### src/design/ptc_pkg.sv
// package: constants and types for the timestamp port configuration block
// Summary of operation
// - port 2 master: tx Sync, rx Delay_Req
// - port 2 slave (reset): tx Delay_Req, rx Sync
// - bit 30 enables address ...01:81, resets one
// - bit 29 enables address ...01:82, resets zero
// - bit 28 enables address ...01:83, resets zero
// - bit 27 enables address ...01:84, resets zero
// - bit 26 enables auxiliary address, resets zero
// - rx lock keeps capture while rx flag set
// - tx lock keeps capture while tx flag set
// - port 1 master: tx Sync, rx Delay_Req
// - port 1 slave (reset): tx Delay_Req, rx Sync
// - auxiliary address: 16-bit upper, 32-bit lower
package ptc_pkg;

	// ----------------------------------------------------------------
	// register map
	// ----------------------------------------------------------------
	localparam int unsigned OFS_W         = 12;
	localparam logic [11:0] OFF_AUX_UPPER = 12'h18C;
	localparam logic [11:0] OFF_AUX_LOWER = 12'h190;
	localparam logic [11:0] OFF_CFG       = 12'h194;
	localparam logic [11:0] OFF_IRQ_STAT  = 12'h198;
	localparam logic [11:0] OFF_IRQ_MASK  = 12'h19C;

	// ----------------------------------------------------------------
	// configuration fields
	// ----------------------------------------------------------------
	localparam int unsigned CFG_P2_MASTER   = 31;
	localparam int unsigned CFG_P2_PRI_EN   = 30;
	localparam int unsigned CFG_P2_ALT1_EN  = 29;
	localparam int unsigned CFG_P2_ALT2_EN  = 28;
	localparam int unsigned CFG_P2_ALT3_EN  = 27;
	localparam int unsigned CFG_P2_AUX_EN   = 26;
	localparam int unsigned CFG_P2_LOCK_RX  = 25;
	localparam int unsigned CFG_P2_LOCK_TX  = 24;
	localparam int unsigned CFG_P1_MASTER   = 23;
	localparam logic [31:0] CFG_RST         = 32'h4300_0000;
	localparam logic [31:0] CFG_WMASK       = 32'hFF80_0000;
	localparam int unsigned AUX_UPPER_W     = 16;
	localparam logic [15:0] AUX_UPPER_RST   = 16'h0000;
	localparam logic [31:0] AUX_LOWER_RST   = 32'h0000_0000;

	// ----------------------------------------------------------------
	// fixed timing-packet addresses
	// ----------------------------------------------------------------
	localparam logic [47:0] ADDR_PRI  = 48'h0100_5E00_0181;
	localparam logic [47:0] ADDR_ALT1 = 48'h0100_5E00_0182;
	localparam logic [47:0] ADDR_ALT2 = 48'h0100_5E00_0183;
	localparam logic [47:0] ADDR_ALT3 = 48'h0100_5E00_0184;

	// ----------------------------------------------------------------
	// capture events and interrupts
	// ----------------------------------------------------------------
	localparam int unsigned NUM_EV    = 4;
	localparam int unsigned EV_P2_RX  = 0;
	localparam int unsigned EV_P2_TX  = 1;
	localparam int unsigned EV_P1_RX  = 2;
	localparam int unsigned EV_P1_TX  = 3;
	localparam logic [3:0]  STAT_RST  = 4'h0;
	localparam logic [3:0]  MASK_RST  = 4'h0;

	// ----------------------------------------------------------------
	// bus answers
	// ----------------------------------------------------------------
	localparam logic [1:0] RESP_OKAY   = 2'h0;
	localparam logic [1:0] RESP_SLVERR = 2'h2;

	// ----------------------------------------------------------------
	// types
	// ----------------------------------------------------------------
	typedef struct packed {
		logic        valid;
		logic        is_sync;
		logic        is_dreq;
		logic [47:0] daddr;
	} ptc_msg_t;

	typedef struct packed {
		logic pri;
		logic alt1;
		logic alt2;
		logic alt3;
		logic aux;
	} ptc_match_en_t;

	typedef enum logic [2:0] {
		SEL_NONE,
		SEL_AUX_UPPER,
		SEL_AUX_LOWER,
		SEL_CFG,
		SEL_IRQ_STAT,
		SEL_IRQ_MASK
	} ptc_sel_t;

endpackage

### src/design/ptc_addr_match.sv
// module: destination address match against enabled timing addresses
`timescale 1ns/1ps
module ptc_addr_match (
	// enables and auxiliary address
	input  wire ptc_pkg::ptc_match_en_t en,
	input  wire logic [47:0]            aux_addr,
	// frame destination
	input  wire logic [47:0]            daddr,
	// result
	output logic                        hit
);
	import ptc_pkg::*;

	// ----------------------------------------------------------------
	// compare
	// ----------------------------------------------------------------
	always_comb begin
		hit = 1'b0;
		if (en.pri && daddr == ADDR_PRI) begin
			hit = 1'b1;
		end
		if (en.alt1 && daddr == ADDR_ALT1) begin
			hit = 1'b1;
		end
		if (en.alt2 && daddr == ADDR_ALT2) begin
			hit = 1'b1;
		end
		if (en.alt3 && daddr == ADDR_ALT3) begin
			hit = 1'b1;
		end
		if (en.aux && daddr == aux_addr) begin
			hit = 1'b1;
		end
	end

endmodule

### src/design/ptc_port_config.sv
// module: timestamp port configuration with AXI4-Lite registers
`timescale 1ns/1ps
module ptc_port_config #(
	parameter int unsigned ADDR_W = 12
) (
	// clock and reset
	input  wire logic                 aclk,
	input  wire logic                 aresetn,
	// write address channel
	input  wire logic [ADDR_W-1:0]    s_axi_awaddr,
	input  wire logic                 s_axi_awvalid,
	output logic                      s_axi_awready,
	// write data channel
	input  wire logic [31:0]          s_axi_wdata,
	input  wire logic [3:0]           s_axi_wstrb,
	input  wire logic                 s_axi_wvalid,
	output logic                      s_axi_wready,
	// write response channel
	output logic [1:0]                s_axi_bresp,
	output logic                      s_axi_bvalid,
	input  wire logic                 s_axi_bready,
	// read address channel
	input  wire logic [ADDR_W-1:0]    s_axi_araddr,
	input  wire logic                 s_axi_arvalid,
	output logic                      s_axi_arready,
	// read data channel
	output logic [31:0]               s_axi_rdata,
	output logic [1:0]                s_axi_rresp,
	output logic                      s_axi_rvalid,
	input  wire logic                 s_axi_rready,
	// frame path messages
	input  wire ptc_pkg::ptc_msg_t    p2_rx_msg,
	input  wire ptc_pkg::ptc_msg_t    p2_tx_msg,
	input  wire ptc_pkg::ptc_msg_t    p1_rx_msg,
	input  wire ptc_pkg::ptc_msg_t    p1_tx_msg,
	// capture side
	output logic [3:0]                cap_strobe,
	output logic [3:0]                irq_pending,
	output logic [47:0]               aux_addr,
	// interrupt
	output logic                      irq
);
	import ptc_pkg::*;

	// ----------------------------------------------------------------
	// elaboration check
	// ----------------------------------------------------------------
	if (ADDR_W < OFS_W) begin : g_bad_addr_w
		$error("ADDR_W too small for the register map");
	end

	if (NUM_EV != 4) begin : g_bad_num_ev
		$error("event count must match the four capture strobes");
	end

	if (AUX_UPPER_W != 16) begin : g_bad_aux_w
		$error("auxiliary address must total 48 bits");
	end

	// ----------------------------------------------------------------
	// helpers
	// ----------------------------------------------------------------
	function automatic ptc_sel_t reg_sel(input logic [ADDR_W-1:0] a);
		logic [OFS_W-1:0] o;
		o = {a[OFS_W-1:2], 2'b00};
		unique case (o)
			OFF_AUX_UPPER: reg_sel = SEL_AUX_UPPER;
			OFF_AUX_LOWER: reg_sel = SEL_AUX_LOWER;
			OFF_CFG:       reg_sel = SEL_CFG;
			OFF_IRQ_STAT:  reg_sel = SEL_IRQ_STAT;
			OFF_IRQ_MASK:  reg_sel = SEL_IRQ_MASK;
			default:       reg_sel = SEL_NONE;
		endcase
	endfunction

	function automatic logic [31:0] wmerge(
		input logic [31:0] old,
		input logic [31:0] data,
		input logic [3:0]  strb
	);
		logic [31:0] r;
		r = old;
		for (int i = 0; i < 4; i++) begin
			if (strb[i]) begin
				r[i*8 +: 8] = data[i*8 +: 8];
			end
		end
		wmerge = r;
	endfunction

	// master: tx Sync, rx Delay_Req; slave: tx Delay_Req, rx Sync
	function automatic logic role_hit(
		input logic     master,
		input logic     is_tx,
		input ptc_msg_t m
	);
		logic want_sync;
		want_sync = master ? is_tx : !is_tx;
		role_hit  = m.valid && (want_sync ? m.is_sync : m.is_dreq);
	endfunction

	// ----------------------------------------------------------------
	// state
	// ----------------------------------------------------------------
	logic                   aw_held_ff;
	logic [ADDR_W-1:0]      awaddr_ff;
	logic                   w_held_ff;
	logic [31:0]            wdata_ff;
	logic [3:0]             wstrb_ff;
	logic                   bvalid_ff;
	logic [1:0]             bresp_ff;
	logic                   rvalid_ff;
	logic [31:0]            rdata_ff;
	logic [1:0]             rresp_ff;
	logic [31:0]            cfg_ff;
	logic [15:0]            aux_upper_ff;
	logic [31:0]            aux_lower_ff;
	logic [3:0]             stat_ff;
	logic [3:0]             mask_ff;
	logic [3:0]             cap_ff;
	logic                   irq_ff;
	logic [3:0]             nxt_stat;
	logic [3:0]             cap_go;
	logic [3:0]             w1c;
	logic                   wr_fire;
	logic                   rd_fire;
	ptc_sel_t               wr_sel;
	ptc_sel_t               rd_sel;
	logic [31:0]            rd_word;
	logic [31:0]            wr_word;
	logic [31:0]            upper_word;
	logic [47:0]            aux_full;
	ptc_match_en_t          p2_en;
	logic                   p2_rx_addr_ok;
	logic                   p2_tx_addr_ok;

	// ----------------------------------------------------------------
	// bus handshakes
	// ----------------------------------------------------------------
	assign s_axi_awready = !aw_held_ff;
	assign s_axi_wready  = !w_held_ff;
	assign s_axi_arready = !rvalid_ff;
	assign s_axi_bvalid  = bvalid_ff;
	assign s_axi_bresp   = bresp_ff;
	assign s_axi_rvalid  = rvalid_ff;
	assign s_axi_rdata   = rdata_ff;
	assign s_axi_rresp   = rresp_ff;

	assign wr_fire = aw_held_ff && w_held_ff && !bvalid_ff;
	assign rd_fire = s_axi_arvalid && !rvalid_ff;
	assign wr_sel  = reg_sel(awaddr_ff);
	assign rd_sel  = reg_sel(s_axi_araddr);

	always_ff @(posedge aclk) begin
		if (!aresetn) begin
			aw_held_ff <= 1'b0;
			awaddr_ff  <= '0;
		end else if (s_axi_awvalid && !aw_held_ff) begin
			aw_held_ff <= 1'b1;
			awaddr_ff  <= s_axi_awaddr;
		end else if (wr_fire) begin
			aw_held_ff <= 1'b0;
		end
	end

	always_ff @(posedge aclk) begin
		if (!aresetn) begin
			w_held_ff <= 1'b0;
			wdata_ff  <= '0;
			wstrb_ff  <= '0;
		end else if (s_axi_wvalid && !w_held_ff) begin
			w_held_ff <= 1'b1;
			wdata_ff  <= s_axi_wdata;
			wstrb_ff  <= s_axi_wstrb;
		end else if (wr_fire) begin
			w_held_ff <= 1'b0;
		end
	end

	always_ff @(posedge aclk) begin
		if (!aresetn) begin
			bvalid_ff <= 1'b0;
			bresp_ff  <= RESP_OKAY;
		end else if (wr_fire) begin
			bvalid_ff <= 1'b1;
			bresp_ff  <= (wr_sel == SEL_NONE) ? RESP_SLVERR : RESP_OKAY;
		end else if (s_axi_bready) begin
			bvalid_ff <= 1'b0;
		end
	end

	// ----------------------------------------------------------------
	// read path
	// ----------------------------------------------------------------
	always_comb begin
		rd_word = '0;
		unique case (rd_sel)
			SEL_AUX_UPPER: rd_word = {16'h0000, aux_upper_ff};
			SEL_AUX_LOWER: rd_word = aux_lower_ff;
			SEL_CFG:       rd_word = cfg_ff;
			SEL_IRQ_STAT:  rd_word = {28'h000_0000, stat_ff};
			SEL_IRQ_MASK:  rd_word = {28'h000_0000, mask_ff};
			SEL_NONE:      rd_word = '0;
		endcase
	end

	always_ff @(posedge aclk) begin
		if (!aresetn) begin
			rvalid_ff <= 1'b0;
			rdata_ff  <= '0;
			rresp_ff  <= RESP_OKAY;
		end else if (rd_fire) begin
			rvalid_ff <= 1'b1;
			rdata_ff  <= rd_word;
			rresp_ff  <= (rd_sel == SEL_NONE) ? RESP_SLVERR : RESP_OKAY;
		end else if (s_axi_rready) begin
			rvalid_ff <= 1'b0;
		end
	end

	// ----------------------------------------------------------------
	// configuration register
	// ----------------------------------------------------------------
	always_ff @(posedge aclk) begin
		if (!aresetn) begin
			cfg_ff <= CFG_RST;
		end else if (wr_fire && wr_sel == SEL_CFG) begin
			cfg_ff <= wmerge(cfg_ff, wdata_ff, wstrb_ff) & CFG_WMASK;
		end
	end

	// ----------------------------------------------------------------
	// auxiliary address
	// ----------------------------------------------------------------
	assign wr_word    = wmerge(aux_lower_ff, wdata_ff, wstrb_ff);
	assign upper_word = wmerge({16'h0000, aux_upper_ff}, wdata_ff, wstrb_ff);

	always_ff @(posedge aclk) begin
		if (!aresetn) begin
			aux_upper_ff <= AUX_UPPER_RST;
		end else if (wr_fire && wr_sel == SEL_AUX_UPPER) begin
			aux_upper_ff <= upper_word[AUX_UPPER_W-1:0];
		end
	end

	always_ff @(posedge aclk) begin
		if (!aresetn) begin
			aux_lower_ff <= AUX_LOWER_RST;
		end else if (wr_fire && wr_sel == SEL_AUX_LOWER) begin
			aux_lower_ff <= wr_word;
		end
	end

	assign aux_full = {aux_upper_ff, aux_lower_ff};
	assign aux_addr = aux_full;

	// ----------------------------------------------------------------
	// port 2 address qualification
	// ----------------------------------------------------------------
	always_comb begin
		p2_en.pri  = cfg_ff[CFG_P2_PRI_EN];
		p2_en.alt1 = cfg_ff[CFG_P2_ALT1_EN];
		p2_en.alt2 = cfg_ff[CFG_P2_ALT2_EN];
		p2_en.alt3 = cfg_ff[CFG_P2_ALT3_EN];
		p2_en.aux  = cfg_ff[CFG_P2_AUX_EN];
	end

	ptc_addr_match u_p2_rx_match (
		.en       (p2_en),
		.aux_addr (aux_full),
		.daddr    (p2_rx_msg.daddr),
		.hit      (p2_rx_addr_ok)
	);

	ptc_addr_match u_p2_tx_match (
		.en       (p2_en),
		.aux_addr (aux_full),
		.daddr    (p2_tx_msg.daddr),
		.hit      (p2_tx_addr_ok)
	);

	// ----------------------------------------------------------------
	// capture decision
	// ----------------------------------------------------------------
	always_comb begin
		cap_go = '0;
		cap_go[EV_P2_RX] = role_hit(cfg_ff[CFG_P2_MASTER], 1'b0, p2_rx_msg)
			&& p2_rx_addr_ok
			&& !(cfg_ff[CFG_P2_LOCK_RX] && stat_ff[EV_P2_RX]);
		cap_go[EV_P2_TX] = role_hit(cfg_ff[CFG_P2_MASTER], 1'b1, p2_tx_msg)
			&& p2_tx_addr_ok
			&& !(cfg_ff[CFG_P2_LOCK_TX] && stat_ff[EV_P2_TX]);
		cap_go[EV_P1_RX] = role_hit(cfg_ff[CFG_P1_MASTER], 1'b0, p1_rx_msg);
		cap_go[EV_P1_TX] = role_hit(cfg_ff[CFG_P1_MASTER], 1'b1, p1_tx_msg);
	end

	always_ff @(posedge aclk) begin
		if (!aresetn) begin
			cap_ff <= '0;
		end else begin
			cap_ff <= cap_go;
		end
	end

	assign cap_strobe = cap_ff;

	// ----------------------------------------------------------------
	// interrupt status and mask
	// ----------------------------------------------------------------
	always_comb begin
		w1c = '0;
		if (wr_fire && wr_sel == SEL_IRQ_STAT && wstrb_ff[0]) begin
			w1c = wdata_ff[3:0];
		end
		nxt_stat = (stat_ff & ~w1c) | cap_go;
	end

	always_ff @(posedge aclk) begin
		if (!aresetn) begin
			stat_ff <= STAT_RST;
		end else begin
			stat_ff <= nxt_stat;
		end
	end

	always_ff @(posedge aclk) begin
		if (!aresetn) begin
			mask_ff <= MASK_RST;
		end else if (wr_fire && wr_sel == SEL_IRQ_MASK && wstrb_ff[0]) begin
			mask_ff <= wdata_ff[3:0];
		end
	end

	always_ff @(posedge aclk) begin
		if (!aresetn) begin
			irq_ff <= 1'b0;
		end else begin
			irq_ff <= |(nxt_stat & mask_ff);
		end
	end

	assign irq_pending = stat_ff;
	assign irq         = irq_ff;

endmodule

### config.mk
export PLATFORM = sky130hd
export DESIGN_NAME = ptc_port_config
export DESIGN_NICKNAME = d
export VERILOG_FILES = /design/src/design/ptc_pkg.sv /design/src/design/ptc_addr_match.sv /design/src/design/ptc_port_config.sv
export SDC_FILE = /design/constraint.sdc
export NUM_CORES = 1
export LEC_CHECK = 0
export BUFFER_PORTS_ARGS = -buffer_cell sky130_fd_sc_hd__buf_2
export CAP_MARGIN = 15
export CORE_AREA = 2 2 142 144
export DETAILED_ROUTE_END_ITERATION = 16
export DIE_AREA = 0 0 144 146
export GPL_ROUTABILITY_DRIVEN = 0
export PLACE_DENSITY = 0.67
export SYNTH_ARGS = -nofsm -noshare
export SYNTH_HDL_FRONTEND = slang
export SYNTH_SLANG_ARGS = --single-unit
export TNS_END_PERCENT = 10
### constraint.sdc
create_clock -name aclk -period 2.4 [get_ports aclk]
set_input_delay 0.24 -clock aclk [delete_from_list [all_inputs] [get_ports aclk]]
set_output_delay 0.24 -clock aclk [all_outputs]
set_load 0.1 [all_outputs]
==> metrics.md <==
| Metric | Value |
|---|---|
| Status | finished clean |
| First-pass GRT wire length | roughly 43,000 µm |
| Crit Path Class | input pin to flip-flop |
| Register area share after synthesis | 0.407 |
| Final #Nets | between 1k and 1.5k |
| Total power | 6.19 mW |
| Clock power share | 0.434 |
| Bufs and invs on worst path | 2 |
| PD cells | just over 600 mW/mm² |
| Final HPWL DP | 22,900 µm |
| Highest clock rate | 0.460 GHz |
| FILL cells | 1,938 |
| Hold_sp | s_axi_wvalid |
| Post-synth EDFFs | 0 |
| Prevailing post-synth register cell | dfxtp_1 |
| Final setup fails | 0 |
| Final Skew | between 7 and 8 ps |
| Combinational power share | 0.131 |
| Num ports | 369 |
| Instance area at placement | 0.00939 mm² |
| Reg-to-reg startpoint | s_axi_bvalid |
| Int Power | 4.48 mW |
| Maximum VDD drop | 0.453 mV |
| Global route overflow | 0 |
| Worst-path cell chain | buf_2 -> or4_1 -> nor3_1 -> buf_4 -> nand4_1 -> or4_1 -> o21ai_2 -> a31o_4 -> a221o_1 |
| Beginning of the critical path | p2_tx_msg[19] |
| Mapped cell area | about 0.0076 mm² |
| Share of cells above drive strength 1 | 0.297 |
| Core area | 0.0193 mm² |
| FP Rows | 51 |
| Min-delay worst type | input pin to flip-flop |
| Sink count of the clock tree | 154 |
| Longest Clk Path Bufs | 2 |
| Area Growth Syn to Fin | 32.0% |
| Yosys warnings | 0 |
| # port buffers | 266 |
| Clk Latency, worst-skew pair | between 400 and 500 ps |
| Vias in the first global route | roughly 7.4k |
| Multi-input logic area | ~0.0042 mm² |
| Switching Share | 0.276 |
| Starting Density | 0.392 |
| CP Launch Type | input pin |
| Global Route Usage Sum | 0.270 |
| CTS tree | done |
| Commonest non-fill, non-tap cell in the layout | buf_2 |
| Core Util, Final | 0.517 |
| Seq pwr share | 0.435 |
| Die Width | approximately 140 µm |
| Htree depth | 4 |
| Routed len/inst | roughly 20 µm |
| Final Cycle Share | 0.906 |
| Switch Pwr | 1.71 mW |
| Non-filler cells in the finished layout | 1,466 |
| Minimum clock period | 2170 ps |
| ANT nets after route | 0 |
| Worst-Margin Slew | 818 ps |
| DRT Pass-1 Iters | 7 |
| Routed WL | slightly below 30,000 µm |
| Count of unique library cells instantiated by Yosys | 52 |
| Storage element area | 0.00309 mm² |
| Antenna violations before repair | 3 |
| Die area | 0.0210 mm² |
| Max_cap viols | 0 |
| Setup bufs post-CTS | 0 |
| Ys async rst share | 0 |
| Fin area | 0.00999 mm² |
| Worst-path clk slew | about 60 ps |
| RSZ-0062 raised after global routing | false |
| CP required | about 2800 ps |
| CP peak stage delay | 590 ps |
| Slew Limit Headroom | 0.455 |
| DRT iter0 DRCs | 613 |
| Syn Area/Cell | approximately 8.4 µm² |
| Via density | 5.26 |
| Leak pwr | 4.14 nW |
| CP Capture Type | flip-flop |
| Post-Syn Instances | 904 |
| Num CTS Buffers | 17 |
| Flops & latches, synth | 154 |
| DIE HEIGHT | 146 µm |
| CP delay by family, top | simple AND/OR/NAND/NOR gates |
| Most frequent cells in the layout | buf_2, nand2_1, dfxtp_1 |
| DRC | 0 |
| Peak fanout along the critical path | 2 |
| TNS Setup | 0 ps |
| Cell mode on critical path | or4_1 |
| Pin count of the biggest net entering global routing | 95 |
| DR vias | around 7.7k |
| CP Data Arrival Time | 2550 ps |
| Hold Fails Final Rpt | 0 |
| CTS Root Cell | clkbuf_16 |
| CP max-delay cell | or4_1 |
| Max-slew violations | 0 |
| Placed Cells | approximately 1.4k |
[kinds of logic (layout without fill, tap and decap cells)]
family                    Yosys count  in the layout  share of synthesized area
AOI/OAI and AO/OA                 172            172                      0.168
xor gates and xnor gates           90             90                      0.104
buffers and inverters              64            358                     0.0345
DFF                               154            154                      0.407
muxes                              26             26                     0.0344
other                               1              4                   0.000495
and+or+nand+nor                   397            397                      0.251
[Yosys cell counts (5+ instances only)]
library cell	number	area, µm²
nand2_1	227	852
dfxtp_1	154	3080
a21boi_0	107	803
xnor2_1	66	578
clkbuf_1	40	150
mux2i_1	26	260
nand4_1	24	150
nor2b_1	24	150
xor2_1	24	210
nor4_1	23	144
nor2_1	22	82.6
a21oi_1	16	80.1
inv_1	16	60.1
nor3_1	16	80.1
nand3_1	15	75.1
nor3b_1	13	97.6
a221oi_1	12	105
and2_1	8	50.1
a22o_1	6	52.6
a31oi_1	6	37.5
o21ai_0	6	30.0
nor4b_1	5	43.8
[state kept, by name, indices dropped and copies added (netlist names)]
signal and flops:
aux_upper_ff 16, cap_strobe 4, irq 1, awaddr_ff 10, s_axi_rvalid 1, w_held_ff 1
aw_held_ff 1, wstrb_ff 4, cfg_ff 9, s_axi_rresp 1, s_axi_rdata 32, s_axi_bvalid 1
irq_pending 4, wdata_ff 32, aux_lower_ff 32, s_axi_bresp 1, mask_ff 4
[worst register-to-register path, delay by kind of cell (launching register included)]
family / cells / cell delay (ps)
flip-flops: 1 / 320
multiplexers: 1 / 190
AND/OR/NAND/NOR: 6 / 1570
[final timing paths]
kind         slack [ps]  cells after the start               to
max                 230                      9              irq
min reg2reg         460                      2  s_axi_rdata[18]
max reg2reg         230                      7       cfg_ff[26]
min                  40                      3        w_held_ff
[per-stage QoR]
step,worst slack (ps),hold WS [ps]
floorplan,-32.6,356
global placement,-218,446
detailed placement,-212,456
CTS,25.7,41.4
global route,24.2,60.0
finish,226,44.0
[layout make-up]
| cell class | instances | area share |
|---|---|---|
| Timing Repair Buffer | 310 | 0.168 |
| Antenna cell | 2 | 0.000501 |
| Inverter | 16 | 0.00638 |
| Multi-Input combinational cell | 687 | 0.425 |
| Tap cell | 265 | 0.0332 |
| Clock inverter | 13 | 0.0145 |
| Clock buffer | 19 | 0.0443 |
| Sequential cell | 154 | 0.309 |
[power by group through the flow]
stage                     registers [mW]  logic (mW)  clock network (mW)
after floorplan                     2.88       0.352                   0
after global placement              2.74       0.803                   0
after detailed placement            2.75       0.809                   0
after CTS                           2.69       0.811                2.70
after global routing                2.70       0.869                2.80
final                               2.69       0.813                2.68
[routing by layer]
metal | GRT usage | vias to the layer above | part of all wire
li1 | - | 3685 | -
met1 | 0.350 | 3580 | 0.42
met2 | 0.428 | 382 | 0.45
met3 | 0.0635 | 69 | 0.088
met4 | 0.115 | 2 | 0.036
met5 | 0 | - | 0.00035
[timing repair]
item | in CTS | in global routing
gates resized for setup | 0 | 4
setup endpoints to repair | 0 | 8
hold buffers | 0 | 0
Power figures use the tool's default switching activity.
